--- src/rtl/afsf_pkg.sv ---
// constants and types of the auxiliary-input string forwarder
// assumes a single 125 MHz clock domain
package afsf_pkg;

  // ****************************************
  // timing
  // ****************************************
  localparam int unsigned CLK_HZ  = 125_000_000;
  localparam int unsigned BAUD_BD = 9600;
  localparam int unsigned BIT_CYC = (CLK_HZ + BAUD_BD - 1) / BAUD_BD;

  // ****************************************
  // characters and string limits
  // ****************************************
  localparam int unsigned MAX_LEN    = 50;
  localparam logic [7:0]  CHR_CR     = 8'h0d;
  localparam logic [7:0]  CHR_SPACE  = 8'h20;
  localparam logic [7:0]  CHR_DEL    = 8'h7f;
  localparam logic [3:0]  AUX_STATUS = 4'h7;
  localparam logic [3:0]  OK_STATUS  = 4'h0;
  localparam logic [7:0]  DIAG_FILL  = 8'h00;

  // ****************************************
  // register map
  // ****************************************
  localparam logic [7:0] REG_CTRL  = 8'h00;
  localparam logic [7:0] REG_STAT  = 8'h04;
  localparam logic [7:0] REG_COUNT = 8'h08;
  localparam int unsigned CTRL_AUX_BIT  = 0;
  localparam int unsigned CTRL_STEN_BIT = 1;
  localparam int unsigned STAT_PEND_BIT = 0;
  localparam int unsigned STAT_OVF_BIT  = 1;
  localparam int unsigned STAT_TRNC_BIT = 2;
  localparam logic        CTRL_AUX_RST  = 1'b0;
  localparam logic        CTRL_STEN_RST = 1'b1;
  localparam logic [1:0]  RESP_OKAY     = 2'h0;
  localparam logic [1:0]  RESP_SLVERR   = 2'h2;

  // ****************************************
  // state machines
  // ****************************************
  typedef enum logic [1:0] {RX_IDLE, RX_START, RX_DATA, RX_STOP} afsf_rx_t;
  typedef enum logic [1:0] {OUT_IDLE, OUT_FETCH, OUT_LOAD, OUT_HOLD} afsf_out_t;

endpackage

--- src/rtl/afsf_mem.sv ---
// string store: one write port, one read port with registered data
// assumes write and read on the same clock
`timescale 1ns/1ns
`default_nettype none
module afsf_mem #(
  parameter int unsigned AW = 8,
  parameter int unsigned DW = 9
) (
  // clock
  input  wire logic          aclk,
  // write side
  input  wire logic          we,
  input  wire logic [AW-1:0] waddr,
  input  wire logic [DW-1:0] wdata,
  // read side
  input  wire logic [AW-1:0] raddr,
  output var  logic [DW-1:0] rdata
);

  logic [DW-1:0] mem [2**AW];

  always_ff @(posedge aclk) begin
    if (we) begin
      mem[waddr] <= wdata;
    end
    rdata <= mem[raddr];
  end

endmodule
`default_nettype wire

--- src/rtl/afsf_top.sv ---
// auxiliary-input string forwarder: serial receiver, string framer,
// string store and host result stream, with an axi4-lite register slave
// assumes aux_rxd and read_pulse come from pins; host side on aclk
//
// Decided for this implementation: the register offsets and the AXI4-Lite register port.
`timescale 1ns/1ns
`default_nettype none

// Function
// [RULE_01] manual code content enters only on the auxiliary serial line
// [RULE_02] forwarded strings use the normal result stream format
// [RULE_03] each forwarded string carries at most 50 characters
// [RULE_04] status field is 7 when status transmission is enabled
// [RULE_05] remaining diagnosis fields carry an arbitrary fill value
// [RULE_06] characters are received only while auxiliary-input mode is set
// [RULE_07] serial link runs 9600 baud, 8 data bits, no parity, 1 stop
// [RULE_08] carriage return closes a string; next character starts a new one
// [RULE_09] control characters other than carriage return are discarded
// [RULE_10] nothing received is echoed back to the sender
// [RULE_11] strings go to the host only after the reading pulse ends
// [RULE_12] sender puts only printable characters before the terminator
// [RULE_13] emulator start and stop framing characters are set to null
// [RULE_14] auxiliary-input mode is volatile, cleared by every reset
// [RULE_15] characters past fifty are dropped; empty strings queue nothing
module afsf_top
  import afsf_pkg::*;
#(
  parameter int unsigned BIT_CYCLES = BIT_CYC,
  parameter int unsigned AW         = 8
) (
  // clock and reset
  input  wire logic        aclk,
  input  wire logic        aresetn,
  // axi4-lite slave
  input  wire logic [7:0]  s_axi_awaddr,
  input  wire logic        s_axi_awvalid,
  output var  logic        s_axi_awready,
  input  wire logic [31:0] s_axi_wdata,
  input  wire logic [3:0]  s_axi_wstrb,
  input  wire logic        s_axi_wvalid,
  output var  logic        s_axi_wready,
  output var  logic [1:0]  s_axi_bresp,
  output var  logic        s_axi_bvalid,
  input  wire logic        s_axi_bready,
  input  wire logic [7:0]  s_axi_araddr,
  input  wire logic        s_axi_arvalid,
  output var  logic        s_axi_arready,
  output var  logic [31:0] s_axi_rdata,
  output var  logic [1:0]  s_axi_rresp,
  output var  logic        s_axi_rvalid,
  input  wire logic        s_axi_rready,
  // auxiliary serial line and reading pulse
  input  wire logic        aux_rxd,
  output var  logic        aux_txd,
  input  wire logic        read_pulse,
  // host result stream
  output var  logic        host_valid,
  input  wire logic        host_ready,
  output var  logic [7:0]  host_data,
  output var  logic        host_last,
  output var  logic [3:0]  result_status_field,
  output var  logic [7:0]  host_diag
);

  localparam int unsigned CW = $clog2(BIT_CYCLES);
  if (BIT_CYCLES < 4 || AW < 6 || AW > 16) begin
    $error("afsf_top: unsupported parameter values");
  end

  // ****************************************
  // state
  // ****************************************
  typedef struct packed {
    logic          rxd_m;
    logic          rxd_s;
    logic          pls_m;
    logic          pls_s;
    afsf_rx_t      rx;
    logic [CW-1:0] cnt;
    logic [2:0]    bitn;
    logic [7:0]    sh;
    logic          aux_en;
    logic          st_en;
    logic          ovf;
    logic          trnc;
    logic          skip;
    logic [5:0]    len;
    logic [7:0]    last_chr;
    logic [AW-1:0] wp;
    logic [AW-1:0] wp_c;
    logic [AW-1:0] rp;
    logic [AW:0]   nstr;
    logic          mid;
    logic          we;
    logic [AW-1:0] wa;
    logic [8:0]    wd;
    afsf_out_t     out;
    logic          ov;
    logic [7:0]    od;
    logic          ol;
    logic [3:0]    os;
    logic          awr;
    logic          bv;
    logic [1:0]    br;
    logic          arr;
    logic          rv;
    logic [31:0]   rd;
    logic [1:0]    rr;
    logic          txd;
  } afsf_state_t;

  afsf_state_t q;
  afsf_state_t n;
  logic [8:0]  mem_rdata;
  logic        byte_ok;
  logic        is_ctrl;

  function automatic logic [1:0] reg_sel(input logic [7:0] a);
    case (a)
      REG_CTRL:  reg_sel = 2'h1;
      REG_STAT:  reg_sel = 2'h2;
      REG_COUNT: reg_sel = 2'h3;
      default:   reg_sel = 2'h0;
    endcase
  endfunction

  // ****************************************
  // next state
  // ****************************************
  always_comb begin
    n        = q;
    n.we     = 1'b0;
    byte_ok  = 1'b0;
    // two-flop synchronisers, first stage read only by the second
    n.rxd_m  = aux_rxd;                                 // [RULE_01]
    n.rxd_s  = q.rxd_m;
    n.pls_m  = read_pulse;
    n.pls_s  = q.pls_m;
    n.txd    = 1'b1;                                    // [RULE_10]
    is_ctrl  = (q.sh < CHR_SPACE) || (q.sh == CHR_DEL);

    // register writes, before hardware sets so that sets win
    if (q.awr) begin
      n.awr = 1'b0;
      n.bv  = 1'b1;
      n.br  = (reg_sel(s_axi_awaddr) == 2'h0) ? RESP_SLVERR : RESP_OKAY;
      if (s_axi_wstrb[0] && reg_sel(s_axi_awaddr) == 2'h1) begin
        n.aux_en = s_axi_wdata[CTRL_AUX_BIT];
        n.st_en  = s_axi_wdata[CTRL_STEN_BIT];
      end
      if (s_axi_wstrb[0] && reg_sel(s_axi_awaddr) == 2'h2) begin
        n.ovf  = q.ovf & ~s_axi_wdata[STAT_OVF_BIT];
        n.trnc = q.trnc & ~s_axi_wdata[STAT_TRNC_BIT];
      end
    end else if (!q.bv && s_axi_awvalid && s_axi_wvalid) begin
      n.awr = 1'b1;
    end
    if (q.bv && s_axi_bready) begin
      n.bv = 1'b0;
    end

    // register reads
    if (q.arr) begin
      n.arr = 1'b0;
      n.rv  = 1'b1;
      n.rr  = RESP_OKAY;
      n.rd  = '0;
      case (reg_sel(s_axi_araddr))
        2'h1: begin
          n.rd[CTRL_AUX_BIT]  = q.aux_en;
          n.rd[CTRL_STEN_BIT] = q.st_en;
        end
        2'h2: begin
          n.rd[STAT_PEND_BIT] = (q.nstr != '0);
          n.rd[STAT_OVF_BIT]  = q.ovf;
          n.rd[STAT_TRNC_BIT] = q.trnc;
        end
        2'h3:    n.rd[AW:0] = q.nstr;
        default: n.rr = RESP_SLVERR;
      endcase
    end else if (!q.rv && s_axi_arvalid) begin
      n.arr = 1'b1;
    end
    if (q.rv && s_axi_rready) begin
      n.rv = 1'b0;
    end

    // serial receiver, 8 data bits, no parity, one stop bit
    case (q.rx)
      RX_IDLE: begin
        if (!q.rxd_s && q.aux_en) begin                 // [RULE_06]
          n.rx  = RX_START;
          n.cnt = CW'(BIT_CYCLES / 2);                  // [RULE_07]
        end
      end
      RX_START: begin
        if (q.cnt == '0) begin
          n.rx   = q.rxd_s ? RX_IDLE : RX_DATA;
          n.cnt  = CW'(BIT_CYCLES - 1);
          n.bitn = 3'h0;
        end else begin
          n.cnt = q.cnt - 1'b1;
        end
      end
      RX_DATA: begin
        if (q.cnt == '0) begin
          n.sh   = {q.rxd_s, q.sh[7:1]};                // [RULE_07]
          n.cnt  = CW'(BIT_CYCLES - 1);
          n.bitn = q.bitn + 1'b1;
          if (q.bitn == 3'h7) begin
            n.rx = RX_STOP;
          end
        end else begin
          n.cnt = q.cnt - 1'b1;
        end
      end
      RX_STOP: begin
        if (q.cnt == '0) begin
          n.rx    = RX_IDLE;
          byte_ok = q.rxd_s;                            // framing error drops it
        end else begin
          n.cnt = q.cnt - 1'b1;
        end
      end
      default: n.rx = RX_IDLE;
    endcase
    // string framing
    if (byte_ok) begin
      if (q.sh == CHR_CR) begin                         // [RULE_08]
        if (q.len != '0 && !q.skip) begin
          n.we   = 1'b1;
          n.wa   = q.wp - 1'b1;
          n.wd   = {1'b1, q.last_chr};
          n.wp_c = q.wp;
        end
        n.len  = '0;                                    // [RULE_15]
        n.skip = 1'b0;
      end else if (is_ctrl || q.skip) begin
        n.len = q.len;                                  // [RULE_09]
      end else if (q.len == 6'(MAX_LEN)) begin
        n.trnc = 1'b1;                                  // [RULE_03] [RULE_15]
      end else if (q.wp + 1'b1 == q.rp) begin
        n.ovf  = 1'b1;                                  // store full: drop string
        n.skip = 1'b1;
        n.wp   = q.wp_c;
        n.len  = '0;
      end else begin
        n.we       = 1'b1;
        n.wa       = q.wp;
        n.wd       = {1'b0, q.sh};
        n.wp       = q.wp + 1'b1;
        n.len      = q.len + 1'b1;
        n.last_chr = q.sh;
      end
    end
    // leaving the mode abandons a partly received string
    if (!q.aux_en) begin
      n.rx   = RX_IDLE;                                 // [RULE_06]
      n.wp   = q.wp_c;
      n.len  = '0;
      n.skip = 1'b0;
    end

    // result stream toward the host
    case (q.out)
      OUT_IDLE: begin
        if (q.rp != q.wp_c && (q.mid || !q.pls_s)) begin // [RULE_11]
          n.out = OUT_FETCH;
        end
      end
      OUT_FETCH: n.out = OUT_LOAD;
      OUT_LOAD: begin
        n.ov  = 1'b1;                                   // [RULE_02]
        n.od  = mem_rdata[7:0];
        n.ol  = mem_rdata[8];
        n.os  = q.st_en ? AUX_STATUS : OK_STATUS;       // [RULE_04]
        n.rp  = q.rp + 1'b1;
        n.mid = ~mem_rdata[8];
        n.out = OUT_HOLD;
      end
      OUT_HOLD: begin
        if (host_ready) begin
          n.ov  = 1'b0;
          n.out = OUT_IDLE;
        end
      end
      default: n.out = OUT_IDLE;
    endcase
    // count of whole strings held
    n.nstr = q.nstr + (AW+1)'(byte_ok && q.sh == CHR_CR && q.len != '0 && !q.skip)
                    - (AW+1)'(q.out == OUT_LOAD && mem_rdata[8]);
  end

  // ****************************************
  // registers
  // ****************************************
  always_ff @(posedge aclk) begin
    if (!aresetn) begin
      q        <= '0;
      q.aux_en <= CTRL_AUX_RST;                         // [RULE_14]
      q.st_en  <= CTRL_STEN_RST;
      q.rxd_m  <= 1'b1;
      q.rxd_s  <= 1'b1;
      q.txd    <= 1'b1;
    end else begin
      q <= n;
    end
  end

  afsf_mem #(
    .AW (AW),
    .DW (9)
  ) u_mem (
    .aclk  (aclk),
    .we    (q.we),
    .waddr (q.wa),
    .wdata (q.wd),
    .raddr (q.rp),
    .rdata (mem_rdata)
  );

  // ****************************************
  // outputs
  // ****************************************
  assign s_axi_awready       = q.awr;
  assign s_axi_wready        = q.awr;
  assign s_axi_bvalid        = q.bv;
  assign s_axi_bresp         = q.br;
  assign s_axi_arready       = q.arr;
  assign s_axi_rvalid        = q.rv;
  assign s_axi_rdata         = q.rd;
  assign s_axi_rresp         = q.rr;
  assign aux_txd             = q.txd;                   // [RULE_10]
  assign host_valid          = q.ov;
  assign host_data           = q.od;
  assign host_last           = q.ol;
  assign result_status_field = q.os;
  assign host_diag           = DIAG_FILL;               // [RULE_05]

  // ****************************************
  // checks
  // ****************************************
  tx_idle_a: assert property (@(posedge aclk) disable iff (!aresetn) // [RULE_10]
    aux_txd == 1'b1) else $error("aux line driven away from idle");
  status_seven_a: assert property (@(posedge aclk) disable iff (!aresetn) // [RULE_04]
    $rose(host_valid) |-> result_status_field == ($past(q.st_en) ? 4'h7 : 4'h0))
    else $error("status field not set from enable");
  len_cap_a: assert property (@(posedge aclk) disable iff (!aresetn) // [RULE_03]
    q.len <= 6'(MAX_LEN)) else $error("string longer than fifty");
  mode_gate_a: assert property (@(posedge aclk) disable iff (!aresetn) // [RULE_06]
    (q.rx == RX_IDLE && !q.aux_en) |=> q.rx == RX_IDLE)
    else $error("receiver started outside auxiliary mode");
  ctrl_drop_a: assert property (@(posedge aclk) disable iff (!aresetn) // [RULE_09]
    (byte_ok && is_ctrl && q.sh != CHR_CR) |=> q.wp == $past(q.wp) && !q.we)
    else $error("control character stored");
  pulse_hold_a: assert property (@(posedge aclk) disable iff (!aresetn) // [RULE_11]
    (q.out == OUT_IDLE && q.pls_s && !q.mid) |=> q.out == OUT_IDLE)
    else $error("string started during reading pulse");
  cr_commit_a: assert property (@(posedge aclk) disable iff (!aresetn) // [RULE_08]
    (byte_ok && q.aux_en && q.sh == CHR_CR && q.len != '0 && !q.skip)
    |=> q.wp_c == q.wp && q.len == '0 && q.we && q.wd[8])
    else $error("terminator did not close string");
  empty_drop_a: assert property (@(posedge aclk) disable iff (!aresetn) // [RULE_15]
    (byte_ok && q.sh == CHR_CR && q.len == '0) |=> $stable(q.wp_c))
    else $error("empty string queued");
  host_hold_a: assert property (@(posedge aclk) disable iff (!aresetn) // [RULE_02]
    (host_valid && !host_ready) |=> host_valid && $stable(host_data) && $stable(host_last))
    else $error("host result changed before taken");

endmodule
`default_nettype wire

--- config.mk ---
export PLATFORM = sky130hd
export DESIGN_NAME = afsf_top
export DESIGN_NICKNAME = d
export VERILOG_FILES = /design/src/rtl/afsf_pkg.sv /design/src/rtl/afsf_mem.sv /design/src/rtl/afsf_top.sv
export SDC_FILE = /design/constraint.sdc
export NUM_CORES = 2
export LEC_CHECK = 0
export BUFFER_PORTS_ARGS = -buffer_cell sky130_fd_sc_hd__buf_2
export CAP_MARGIN = 5
export CORE_MARGIN = 4
export CORE_UTILIZATION = 30
export DETAILED_ROUTE_END_ITERATION = 10
export SLEW_MARGIN = 20
export SYNTH_ARGS = -nofsm -noshare
export SYNTH_HDL_FRONTEND = slang
export SYNTH_HIERARCHICAL = 1
export SYNTH_SLANG_ARGS = --single-unit
--- constraint.sdc ---
create_clock -name aclk -period 11.7 [get_ports aclk]
set_input_delay 0.585 -clock aclk [delete_from_list [all_inputs] [get_ports aclk]]
set_output_delay 0.585 -clock aclk [all_outputs]
set_load 0.05 [all_outputs]
Word level (Yosys, flattened, before mapping) --
Memories as Yosys holds them, arrays and structs flattened. A register that Yosys moved wholly into a read port is not among the register bits. Cells that the tools add are included.
Operators by class: add/subtract/negate cells 8, magnitude comparators 1, equal/unequal tests 37, muxes and demuxes 57, bitwise operators 10, reduce and logical (&&, ||, !) cells 53
Operators with widths (number):
- $mux W18 | 5
- $pmux W16 S4 | 1
- $mux W16 | 3
- $mux W8 | 5
- $mux W33 | 1
- $mux W14 | 2
- $ne A2 B2 Y1 const B | 14
- $mux W2 | 13
- $eq A8 B4 Y1 const B | 3
- $mux W23 | 1
- $mux W6 | 3
- $pmux W2 S3 | 3
- $add A8 B1 Y8 const B | 2
- $eq A8 B3 Y1 const B | 2
- $logic_not A8 Y1 | 2
- $reduce_and A5 Y1 | 3
- $eq A2 B2 Y1 const B | 7
- $logic_and A1 B1 Y1 | 14
- $logic_not A14 Y1 | 1
- $reduce_and A2 Y1 | 7
- $sub A14 B1 Y14 const B | 1
- $mux W3 | 4
- $mux W11 | 1
- $mux W1 | 10
- other kinds (29) | 58
Storage, ports and cells: bits in registers 136, memory bits (writable) 2304, output and inout bits 64, logic and storage cells 203, memories kept 1
Memories:
- u_mem.mem | words 256, width 9, read ports 1, clocked after memory_dff 1, wr ports 1, RTL line afsf_mem.sv:20 | logic [DW-1:0] mem [2**AW];

Depth between registers and ports, before layout --
depth after elaboration 13, depth in mapped cells 19

By module --
The synthesis kept the hierarchy.
By module, submodules not included:
- afsf_mem | times used 1, cells each 4237, area an instance 89278.1 µm²
- afsf_top | times used 1, cells each 848, area an instance 7020.5 µm²

Worst setup path after synthesis --
OpenSTA, ideal clock, no wires.
path type flip-flop to flip-flop, start point reg q[57] (netlist bit), end point mem u_mem.mem[0][0], data pin, arrival 3397 ps, required time 10844 ps, setup slack 7447 ps, cell stages (with the launch flop) 1, clock period less this slack 4253 ps, path through dfxtp_1
RTL lines:
- from (decl) | RTL line afsf_top.sv:112 | afsf_state_t q;
- from (signal assigned) | RTL line afsf_top.sv:306 | q <= n;
- to (decl) | RTL line afsf_mem.sv:20
Straight into the memory's write port.

==> metrics <==
status=completed; crit-path max FO=107; post-DP HPWL=145 mm; final hold vios=0; CTS Buf Count=233; Final TNS setup=0 ps; Syn Std Cell Area=96,300 um^2; Final Slew Violations=0; Die Height=575 um; CP startpoint kind=flip-flop; First-pass DRT Iterations=6; 1st-iter DRT viols=5,271; worst vdd ir=0.124 mV; register area share after synthesis=74.7%; endpoints failing setup=0; proportion of layout cells with a drive suffix above 1=19.2%; final worst slack=6870 ps; hold slack=77.7 ps; Switch Pwr=3.71 mW; post-synthesis xor/xnor area fraction=0.318%; antenna violations before repair=5; Slew HR=15.3%; largest family of logic cells by synthesized area=multiplexers; Hold Path Class=input port to flip-flop; Core ar.=319,000 um^2; synthesized flop and latch total=2,443; Synth Area in Simple Gates=3.81%; Die Width=575 um; DRT antenna net count=0; gr usage total=14.2%; final layout net count=5,242; Sw Ratio=21.0%; Logic pwr share=4.5%; fmax=207 MHz; Tmin final=4830 ps; total grt overflow=0; EDFF count, synth=2,304; Slew @ Worst Pin=1260 ps; vias in the first global route=49,066; GPL Wtd Cong=0.880; Routed WL=240 mm; Clk pwr share=42.0%; final core occ=34.0%; YS warnings=6; DRC errors left=0; Synth Area in Compound Gates=4.80%; Starting Density=30.2%; synthesis-to-finish area growth=12.7%; Static Leak=27.2 nW; Port-buffer cells=58; Max-Cap Viols=0; post-synth cell types=92; CTS tree=yes; critical path type=flip-flop to flip-flop; PD cells=163 nW/um^2; WL/cell=24.9 um; DP Worst Slack=6900 ps; first-pass GRT wire length=349 mm; mux cell area share after synthesis=13.5%; CTS Buffer Depth=3; post-synthesis adder-cell area fraction=0.369%; Reg clk slew, reported paths=70 ps; Rows=207; Setup Skew=56.5 ps; Avg Vias per Cell=5.09; P_int=14.0 mW; largest net degree at the start of global routing=210; Worst Path Required=12,430 ps; Main synth FF type=edfxtp_1; die area=330,000 um^2; clock insertion delay at the later pin of the skew report=880 ps; DR vias=49,108; Worst EP arrival=5560 ps; TritonCTS Sinks=2,443; sequential share of power=53.5%; Gate Count Post-Synth=5,085; crit path capture type=flip-flop; IO Pins=126; root buffer cell=clkbuf_16; post-route clock period utilization=41.3%; asr flop ratio synth=0%; H-tree Lvls=4; Avg Cell Area, Syn=18.9 um^2; unrepaired setup endpoints after global routing=false
-- cell usage after synthesis (32+ instances only) --
cell	n	share of area [%]
nand2_1	117	0.46
mux2i_1	201	2.1
buf_4	87	0.68
a211oi_1	34	0.27
buf_2	65	0.34
nor4_1	33	0.21
nor2_1	388	1.5
o221ai_1	35	0.32
a22oi_1	188	1.5
o21ai_0	54	0.28
nand3_1	51	0.27
edfxtp_1	2304	72
clkbuf_1	143	0.56
mux4_2	467	11
o22ai_1	67	0.44
dfxtp_1	139	2.9
inv_1	35	0.14
nor2b_1	32	0.21
a21oi_1	181	0.94
nor3_1	41	0.21
-- logic make-up after synthesis --
kind of cell / Yosys count
flops: 2443
simple gates: 788
mux: 699
compound gates: 691
buf+inv: 399
xor+xnor: 35
fa+ha+maj: 28
other cells: 2
-- power groups by stage --
stage	Clock (mW)	Combinational (mW)	Sequential, mW
global route	7.94	0.861	9.46
detailed placement	0	0.802	9.65
finish	7.43	0.789	9.47
global placement	0	0.801	9.65
floorplan	0	0.745	9.64
CTS	7.58	0.808	9.47
-- routing by layer --
layer	share of wire [%]	GRT usage (%)
met1	41	19.2
met2	47	22.5
met5	0	0
met3	7.7	2.79
met4	3.8	5.36
-- critical path: stages (launching register included) --
cell      delay, ps
dfxtp_4         680
buf_4           650
buf_12          530
mux4_2          420
a22o_1          240
a221oi_1        960
o32ai_1         340
o22ai_1         570
nor3_1           90
-- cell usage in the layout, fill, tap and decap left out, types with 16 or more instances in the layout --
master | synthesis | routed
nand4_1 | 21 | 21
nand3_1 | 51 | 48
nand2_1 | 117 | 116
mux4_2 | 467 | 467
mux2i_1 | 201 | 201
nor3_1 | 41 | 41
nor4_1 | 33 | 29
a211oi_1 | 34 | 33
clkbuf_1 | 143 | 50
inv_1 | 35 | 34
bufinv_16 | 0 | 23
clkbuf_16 | 0 | 234
conb_1 | 2 | 35
o21ai_1 | 17 | 17
a22o_1 | 17 | 17
a22oi_1 | 188 | 188
clkinv_1 | 1 | 63
xor2_1 | 20 | 20
dfxtp_1 | 139 | 124
a21oi_1 | 181 | 181
o221ai_1 | 35 | 35
nand2b_1 | 18 | 18
o31ai_1 | 16 | 16
nor2b_1 | 32 | 28
clkinv_2 | 0 | 39
o21ai_0 | 54 | 54
edfxtp_1 | 2304 | 2304
buf_4 | 87 | 79
buf_2 | 65 | 58
mux2_2 | 21 | 21
o22ai_1 | 67 | 67
ha_1 | 26 | 26
nor2_1 | 388 | 378
-- state kept, by name, summed over array words and instances (netlist names), 2 cells and up, named ones only --
register / cells
u_mem/mem: 2304
host_data: 8
q: 101
s_axi_rdata: 9
n: 2
u_mem/rdata: 9
-- layout make-up --
class | instances | area, um^2
antenna | 1 | 2.50
sequential | 2443 | 72000
timing repair buffer | 163 | 1240
inverter | 36 | 135
tap | 4284 | 5360
multi-input combinational | 2276 | 22200
clock buffer | 285 | 6060
clock inverter | 151 | 1500
fill | 29785 | 210000
-- path summary, 6_finish.rpt --
check | from | endpoint | slack [ps] | cells after the start
max reg2reg | q[86] | u_mem/rdata[7] | 6870 | 8
max | q[86] | u_mem/rdata[7] | 6870 | 8
min reg2reg | n[157] | q[157] | 420 | 1
min | s_axi_araddr[0] | s_axi_rdata[0] | 80 | 4
-- repair_timing --
action | in CTS | in global routing
buffers inserted | 0 | 0
hold buffers | 14 | 0
resized for setup | 0 | 0
hold endpoints to repair | 11 | 0
-- through the flow --
stage / std cells / cell area [um^2] / power [mW]
2_1_floorplan: 5118 / 96400 / 10.4
3_3_place_gp: 9186 / 101000 / 10.5
3_5_place_dp: 9187 / 101000 / 10.5
4_1_cts: 9637 / 108000 / 17.9
5_1_grt: 9638 / 109000 / 18.3
6_report: 9639 / 109000 / 17.7
(Power assumes the default switching activity.)
